$ cat config.mk
export PLATFORM = sky130hd
export DESIGN_NAME = otp_bank_register_map
export DESIGN_NICKNAME = d
export VERILOG_FILES = /design/src/otp_bank_pkg.sv /design/src/otp_bank_register_map.sv
export SDC_FILE = /design/constraint.sdc
export NUM_CORES = 2
export LEC_CHECK = 0
export ABC_AREA = 1
export BUFFER_PORTS_ARGS = -buffer_cell sky130_fd_sc_hd__buf_2
export CORE_UTILIZATION = 30
export DETAILED_ROUTE_END_ITERATION = 16
export MAX_ROUTING_LAYER = met4
export PLACE_DENSITY_LB_ADDON = 0.12
export SKIP_CTS_REPAIR_TIMING = 1
export SYNTH_ARGS = -nofsm -noshare
export SYNTH_HDL_FRONTEND = slang
export SYNTH_SLANG_ARGS = --single-unit
export TNS_END_PERCENT = 30
$ cat constraint.sdc
create_clock -name clk_sys -period 3.2 [get_ports clk_sys]
set_input_delay 0 -clock clk_sys [delete_from_list [all_inputs] [get_ports clk_sys]]
set_output_delay 0 -clock clk_sys [all_outputs]
set_load 0.01 [all_outputs]
$ cat src/otp_bank_pkg.sv
// constants for the one-time-programmable register store
package otp_bank_pkg;
  // ----------------------------------------------------------------
  // address layout of the command
  // ----------------------------------------------------------------
  localparam int ADDR_W = 6;
  localparam int DATA_W = 16;
  localparam int WORDS = 64;
  localparam int BANK_CODE_LSB = 3;
  localparam int BANK_CODE_MSB = 5;
  localparam int REGISTER_INDEX_MSB = 2;
  localparam logic [2:0] FINAL_TEST_BANK = 3'h0;
  // ----------------------------------------------------------------
  // final-test bank register indices
  // ----------------------------------------------------------------
  localparam logic [2:0] OTP_WRITE_UNLOCK_FLAG_IDX = 3'h0;
  localparam logic [2:0] FACTORY_TRIM_WORD_1_IDX = 3'h1;
  localparam logic [2:0] FACTORY_TRIM_WORD_2_IDX = 3'h2;
  localparam logic [2:0] FACTORY_TRIM_WORD_3_IDX = 3'h3;
  localparam logic [2:0] POWERON_BANK_POINTER_1_IDX = 3'h4;
  localparam logic [2:0] POWERON_BANK_POINTER_2_IDX = 3'h5;
  localparam logic [2:0] POWERON_BANK_POINTER_3_IDX = 3'h6;
  localparam logic [2:0] POWERON_BANK_POINTER_4_IDX = 3'h7;
  // ----------------------------------------------------------------
  // user bank register indices
  // ----------------------------------------------------------------
  localparam logic [2:0] FINE_OFFSET_VALUE_IDX = 3'h0;
  localparam logic [2:0] FINE_GAIN_VALUE_IDX = 3'h1;
  localparam logic [2:0] CONFIGURATION_WORD_0_IDX = 3'h2;
  localparam logic [2:0] CONFIGURATION_WORD_1_IDX = 3'h3;
  localparam logic [2:0] CONFIGURATION_WORD_2_IDX = 3'h4;
  localparam logic [2:0] CHECKSUM_WORD_IDX = 3'h5;
  localparam logic [2:0] USER_INFO_WORD_1_IDX = 3'h6;
  localparam logic [2:0] USER_INFO_WORD_2_IDX = 3'h7;
  // ----------------------------------------------------------------
  // values
  // ----------------------------------------------------------------
  localparam logic [15:0] UNLOCK_VALUE = 16'hCC00;
  localparam logic [15:0] POINTER_MASK = 16'h0007;
  localparam logic [15:0] DATA_RESET = 16'h0000;
  localparam logic [2:0] NO_BANK = 3'h0;
endpackage : otp_bank_pkg

$ cat src/otp_bank_register_map.sv
// command decode, access checks and storage of the one-time-programmable banks
`timescale 1ns/1ps

module otp_bank_register_map
  import otp_bank_pkg::*;
(
  input wire logic clk_sys,
  input wire logic rst,
  input wire logic cmd_valid,
  input wire logic cmd_write,
  input wire logic cmd_bank_sel,
  input wire logic [otp_bank_pkg::ADDR_W-1:0] cmd_addr,
  input wire logic [otp_bank_pkg::DATA_W-1:0] cmd_wdata,
  input wire logic factory_mode,
  input wire logic otp_blank,
  output logic rd_valid_r,
  output logic [otp_bank_pkg::DATA_W-1:0] rd_data_r,
  output logic wr_done_r,
  output logic wr_refused_r,
  output logic writes_enabled_r,
  output logic [2:0] poweron_bank_r
);
  import otp_bank_pkg::*;

  // ----------------------------------------------------------------
  // storage: not reset, the contents survive a reset like real fuses
  // ----------------------------------------------------------------
  logic [DATA_W-1:0] mem_r [WORDS];
  logic [DATA_W-1:0] mem_nxt [WORDS];
  logic [WORDS-1:0] prog_r;
  logic [WORDS-1:0] prog_nxt;

  // ----------------------------------------------------------------
  // decode
  // ----------------------------------------------------------------
  logic [2:0] bank_code;
  logic [2:0] reg_idx;
  logic is_ft;
  logic is_unlock;
  logic is_trim;
  logic unlocked;
  logic otp_cmd;
  logic wr_ok;
  logic [DATA_W-1:0] wr_value;
  logic [2:0] sel_bank;
  // views of the store for the checks below
  logic [DATA_W-1:0] cur_word;
  logic [2:0] ptr_hi;
  logic [2:0] ptr_three;

  always_comb begin
    bank_code = cmd_addr[BANK_CODE_MSB:BANK_CODE_LSB];
    reg_idx = cmd_addr[REGISTER_INDEX_MSB:0];
    is_ft = (bank_code == FINAL_TEST_BANK);
    is_unlock = is_ft && (reg_idx == OTP_WRITE_UNLOCK_FLAG_IDX);
    is_trim = is_ft && (reg_idx >= FACTORY_TRIM_WORD_1_IDX) && (reg_idx <= FACTORY_TRIM_WORD_3_IDX);
    unlocked = prog_r[0] && (mem_r[0] == UNLOCK_VALUE);
    otp_cmd = cmd_valid && cmd_bank_sel;
    cur_word = mem_r[cmd_addr];
    ptr_hi = mem_r[POWERON_BANK_POINTER_4_IDX][2:0];
    ptr_three = mem_r[POWERON_BANK_POINTER_3_IDX][2:0];
    wr_ok = 1'b0;
    if (!prog_r[cmd_addr]) begin
      if (is_unlock) begin
        wr_ok = factory_mode && (cmd_wdata == UNLOCK_VALUE);
      end else if (is_trim) begin
        wr_ok = factory_mode && unlocked;
      end else begin
        wr_ok = unlocked;
      end
    end
    // pointers keep only the bank field; the rest reads as zero
    if (is_ft && reg_idx >= POWERON_BANK_POINTER_1_IDX) begin
      wr_value = cmd_wdata & POINTER_MASK;
    end else begin
      wr_value = cmd_wdata;
    end
    // highest programmed pointer wins, lower ones are ignored
    sel_bank = NO_BANK;
    for (int i = POWERON_BANK_POINTER_1_IDX; i <= POWERON_BANK_POINTER_4_IDX; i++) begin
      if (prog_r[i]) begin
        sel_bank = mem_r[i][2:0];
      end
    end
  end

  // ----------------------------------------------------------------
  // store next state
  // ----------------------------------------------------------------
  always_comb begin
    mem_nxt = mem_r;
    prog_nxt = prog_r;
    if (otp_blank) begin
      for (int i = 0; i < WORDS; i++) begin
        mem_nxt[i] = DATA_RESET;
      end
      prog_nxt = '0;
    end else if (otp_cmd && cmd_write && wr_ok) begin
      mem_nxt[cmd_addr] = wr_value;
      prog_nxt[cmd_addr] = 1'b1;
    end
  end

  always_ff @(posedge clk_sys) begin
    mem_r <= mem_nxt;
    prog_r <= prog_nxt;
  end

  // ----------------------------------------------------------------
  // answers and power-on selection
  // ----------------------------------------------------------------
  logic boot_r;
  logic boot_nxt;
  logic rd_valid_nxt;
  logic [DATA_W-1:0] rd_data_nxt;
  logic wr_done_nxt;
  logic wr_refused_nxt;
  logic writes_enabled_nxt;
  logic [2:0] poweron_bank_nxt;

  always_comb begin
    boot_nxt = 1'b0;
    rd_valid_nxt = otp_cmd && !cmd_write;
    rd_data_nxt = (otp_cmd && !cmd_write) ? mem_r[cmd_addr] : DATA_RESET;
    wr_done_nxt = otp_cmd && cmd_write && wr_ok && !otp_blank;
    wr_refused_nxt = otp_cmd && cmd_write && !(wr_ok && !otp_blank);
    writes_enabled_nxt = unlocked;
    poweron_bank_nxt = poweron_bank_r;
    // the pointer is taken once, in the first cycle after reset
    if (boot_r) begin
      poweron_bank_nxt = sel_bank;
    end
  end

  always_ff @(posedge clk_sys or posedge rst) begin
    if (rst) begin
      boot_r <= 1'b1;
      rd_valid_r <= 1'b0;
      rd_data_r <= DATA_RESET;
      wr_done_r <= 1'b0;
      wr_refused_r <= 1'b0;
      writes_enabled_r <= 1'b0;
      poweron_bank_r <= NO_BANK;
    end else begin
      boot_r <= boot_nxt;
      rd_valid_r <= rd_valid_nxt;
      rd_data_r <= rd_data_nxt;
      wr_done_r <= wr_done_nxt;
      wr_refused_r <= wr_refused_nxt;
      writes_enabled_r <= writes_enabled_nxt;
      poweron_bank_r <= poweron_bank_nxt;
    end
  end
endmodule : otp_bank_register_map

* After elaboration in Yosys (flattened, before gate mapping) *
Cells that the tools add are included.

cells by class
  magnitude comparators = 7
  equality and inequality tests = 2
  muxes and demuxes = 19
  bitwise gates (word level) = 2
  reduce and logical (&&, ||, !) cells = 21

operators with widths
  kind                    count
  $bwmux W1024            1
  $bmux W16 S6            1
  $demux W16 S6           1
  $mux W16                5
  $or A64 B64 Y64         1
  $eq A16 B16 Y1 const B  2
  $logic_and A1 B1 Y1     16
  $mux W3                 4
  $ge A7 B7 Y1 const B    1
  $lt A6 B7 Y1 const B    1
  $lt A7 B1 Y1 const B    1
  $not A6 Y7              1
  $bmux W1 S6             1
  $demux W1 S6            1
  $ge A6 B1 Y1 const B    1
  $logic_not A3 Y1        2
  $mux W1                 5
  $ge A3 B1 Y1 const B    1
  $ge A3 B3 Y1 const B    1
  $le A3 B2 Y1 const B    1
  $logic_not A1 Y1        3

storage, ports and cells
  register bits after elaboration = 1112
  input bits = 29

* Longest topological paths before layout *
  depth after elaboration = 9
  gate-level depth with buffers = 19
  depth with buffers taken out = 14

* Worst setup path after synthesis *
No wires, ideal clock.

  path type = reg2reg
  start point = reg prog_r[0]
  end point = reg mem_r[822] (netlist name)
  data arrival time = 1790 ps
  required time = 3087 ps
  slack = 1296 ps
  cell stages (with the launch flop) = 17
  path buffers = 3
  cell sequence = dfxtp_1 nand2_1 nor2_1 nand2_1 nor2_1 nand3_1 nand2_1 nand2_1 nor2_1 nand2_1 nor2_2 buf_6 buf_12 nand3_4 buf_2 nor2_1 nor2_1

on the way
  longest elaborated chain between the ends = 6
  elaborated cells on any way between the ends = 8
  those cells by class = 5 x mux; 3 x reduce/logical

RTL lines
  item                                                                 RTL line                      source
  start, declared                                                      otp_bank_register_map.sv:30   logic [WORDS-1:0] prog_r;
  start signal, assigned                                               otp_bank_register_map.sv:106  prog_r <= prog_nxt;
  parallel branches: the longest is 4 deep, another holds $bmux W1 S6  --
  $mux W1 *                                                            otp_bank_register_map.sv:63   if (!prog_r[cmd_addr]) begin
  $logic_and A1 B1 Y1 *                                                otp_bank_register_map.sv:98   end else if (otp_cmd && cmd_write && wr_ok) begin
  end signal, assigned                                                 otp_bank_register_map.sv:105  mem_r <= mem_nxt;
  end, declared                                                        otp_bank_register_map.sv:28   logic [DATA_W-1:0] mem_r [WORDS];

Mark *: on every way between the ends. The select of a mux whose other input is x is not followed.
A chain may end at the register's enable or synchronous reset.

* Final worst setup path *
  start point = in cmd_addr[4] (netlist name)
  end point = reg mem_r[266] (netlist name)

on the way
  longest elaborated chain between the ends = 7
  elaborated cells on any way between the ends = 19
  those cells by class = 2 x order compare; 9 x mux; 1 x bitwise; 7 x reduce/logical

RTL lines
  item                                                                  RTL line                     source
  start, declared                                                       otp_bank_register_map.sv:12  input wire logic [otp_bank_pkg::ADDR_W-1:0] cmd_addr,
  parallel branches: the longest is 7 deep, another holds $ge A7 B7 Y1  --

Several ways; the timed one is not identified. The select of a mux whose other input is x is not followed.

==> metrics.csv <==
metric;value;unit
critical-path-max-stage-delay;0.53;ns
start_util;0.302;
placed_cells;10476;
synthArstFlopShare;0.0216;
setup_violations;0;
yosys_warnings;0;
seq_area;22400;µm²
n_fill_cell;19253;
synth.top_cell.area_share;0.403;
cts_tree;built;
finalCritPeriodShare;0.855;
power_leakage;31.3;nW
syn_nets;8437;
cts_max_path_buffers;3;
max_slew_margin;0.194;
tightestPinTransition;1.21;ns
num_io_pins;52;
clk_pin_slew;0.06;ns
finClkSkew;0.0345;ns
numCtsBuffers;138;
path_max_fanout;33;
finalHoldViolations;0;
powerDensity;511;nW/µm²
synthFlopType;dfxtp_1;
cts_max_level;4;
final_cell_area;62200;µm²
synth_area_leaders;dfxtp_1 40%, nand2_1 16%, nor2_1 15%;
placed_area;57600;µm²
synth_edf_count;0;
cap_violations;0;
vias_per_cell;4.67;
core_area;179000;µm²
gp_congestion;0.864;
critPathKind;in -> reg;
avgRoutedWirePerCell;19.3;µm
ys_seq_elements;1112;
syn_inst;8408;
required;3.91;ns
crit_top_cell;nand2_1;
antenna_found_initial;2;
finalSetupTns;0;ns
grt_pass1_vias;46516;
min_path_type;in -> reg;
die_area;182000;µm²
cp_data_arrival_time;3.44;ns
cp_cell_sequence;dlygate4sd3_1 -> buf_2 -> nor2_2 -> nand2_1 -> nor2_1 -> inv_1 -> nand2_1 -> nand2_1 -> nor2_1 -> nand2_1 -> nor2_4 -> buf_12 -> buf_4 -> nand3_4 -> buf_12 -> nand2_1 -> nand2_1 -> nor2_1;
rows;155;
rsz0062_at_grt;no;
grt_overflow;0;
die_y;427;µm
nets;8307;
start_kind;input pin;
syn_area;54100;µm²
post-dp-hpwl;126000;µm
firstDrtPassIters;8;
cts-root-buf;clkbuf_16;
synth_cell_types;32;
peakVddDrop;0.000420;V
slew_violations;0;
synth_commonest_cells;2,247 x nand2_1, 2,093 x nor2_1, 1,127 x inv_1, 1,088 x dfxtp_1, 327 x a21oi_1;
stdcell_count;10738;
worstSetupEndpointType;register;
track_usage;0.232;
port_buffers;51;
numClockSinks;1112;
status;complete, no violations;
ys_seq_area_frac;0.414;
synth.most_common_cell;nand2_1;
post-synth-top-area-cell;dfxtp_1;
grt_pass1_wl;309000;µm
vias;50125;
grt_max_degree;95;
fin_util;0.348;
max_freq;365;MHz
ant_nets;0;
multi_input_area;24100;µm²
die_w;427;µm
initialDrtViolationCount;3555;
synthToLayoutAreaGrowth;14.9;%
clkLatencyLatePin;0.79;ns
r2r_setup_slack;0.56;ns
period_minus_slack;2.74;ns
avgSynthCellArea;6.43;µm²
drive_gt1_frac;0.0729;
drc_errors;0;
wl;207000;µm
crit_slowest_cell;dlygate4sd3_1;
stage by stage:
| stage | setup slack, ns | hold slack, ns | total power [mW] |
|---|---|---|---|
| after floorplan | 1.30 | 0.0139 | 15.3 |
| after detailed placement | 0.186 | 0.212 | 16.5 |
| after CTS | 0.567 | -0.653 | 32.2 |
| after global placement | 0.169 | 0.216 | 16.5 |
| final | 0.464 | 0.0146 | 31.8 |
| after global routing | 0.304 | 0.0266 | 32.8 |
path summary, 6_finish.rpt:
path | startpoint | endpoint | cells past startpoint
worst min-delay path | cmd_wdata[8] | mem_r[984] | 5
worst min register to register | prog_r[44] | prog_r[44] | 2
worst max-delay path | cmd_addr[4] | mem_r[266] | 18
min in group asynchronous | rst | rd_data_r[0] | 4
worst max register to register | mem_r[1023] | mem_r[266] | 17
max in group asynchronous | rst | rd_data_r[14] | 4
sequential cells by signal, indices dropped and copies added (netlist names):
name and cells:
mem_r 1024, prog_r 64, rd_valid_r 1, rd_data_r 16, poweron_bank_r 3, boot_r 1, writes_enabled_r 1, wr_refused_r 1
wr_done_r 1
cell families after synthesis:
| family | after synthesis | share of synthesized area |
|---|---|---|
| AO/OA/AOI/OAI | 949 | 0.110 |
| flip-flops | 1112 | 0.414 |
| buffers and inverters | 1763 | 0.141 |
| other | 1 | 0.0000693 |
| AND/OR/NAND/NOR | 4583 | 0.336 |
cell type report:
cell class                 count  share of cell area
antenna                        1           0.0000402
sequential                  1112               0.360
clock buffer                 208              0.0644
multi-input combinational   5533               0.388
tap                         2355              0.0474
timing repair buffer         344              0.0634
clock inverter                36             0.00680
inverter                    1149              0.0699
power by group:
| part | leakage [nW] | switching, mW | internal, mW | total [mW] |
|---|---|---|---|---|
| Clock | 2.17 | 6.56 | 9.01 | 15.6 |
| Sequential | 9.08 | 0.00588 | 13.9 | 13.9 |
| Combinational | 20.1 | 1.80 | 0.515 | 2.31 |
metal layers:
metal | vias up | wire, µm | GRT usage
met5 | - | 0 | -
met3 | 317 | 8450 | 0.0265
li1 | 25248 | - | -
met2 | 1064 | 93600 | 0.365
met1 | 23496 | 97700 | 0.307
met4 | 0 | 7480 | 0.0825
cell usage in the layout (no fill, tap or decap), types with 4 or more instances in the layout:
cell           synthesis  final
nand3_4               50     50
a221oi_1               9      9
o211ai_1             140    140
o2111ai_1             68     68
clkbuf_16              0    138
nand3_1              171    171
clkinv_8               0      5
nor2_1              2093   2092
bufinv_16              0      4
clkbuf_1             295     41
inv_16                 0      4
inv_2                 18     15
nand2_1             2247   2246
nor3_1                 6      5
clkinv_2               0     15
dfrtp_1               23     23
buf_12                 5    113
inv_1               1127   1125
buf_4                  7    167
o221ai_1             143    143
o21ai_0              258    258
buf_2                 97     44
dlygate4sd3_1          0     17
a21oi_1              327    327
nand4_1                5      5
clkbuf_8               0     29
dfxtp_1             1088   1088
inv_6                  0      7
critical path, delay by kind of cell:
family                 cells  cell delay (ns)
and+or+nand+nor           12             1.98
buffers and inverters      6             1.40
No activity file was read; power rests on OpenSTA's default activity.
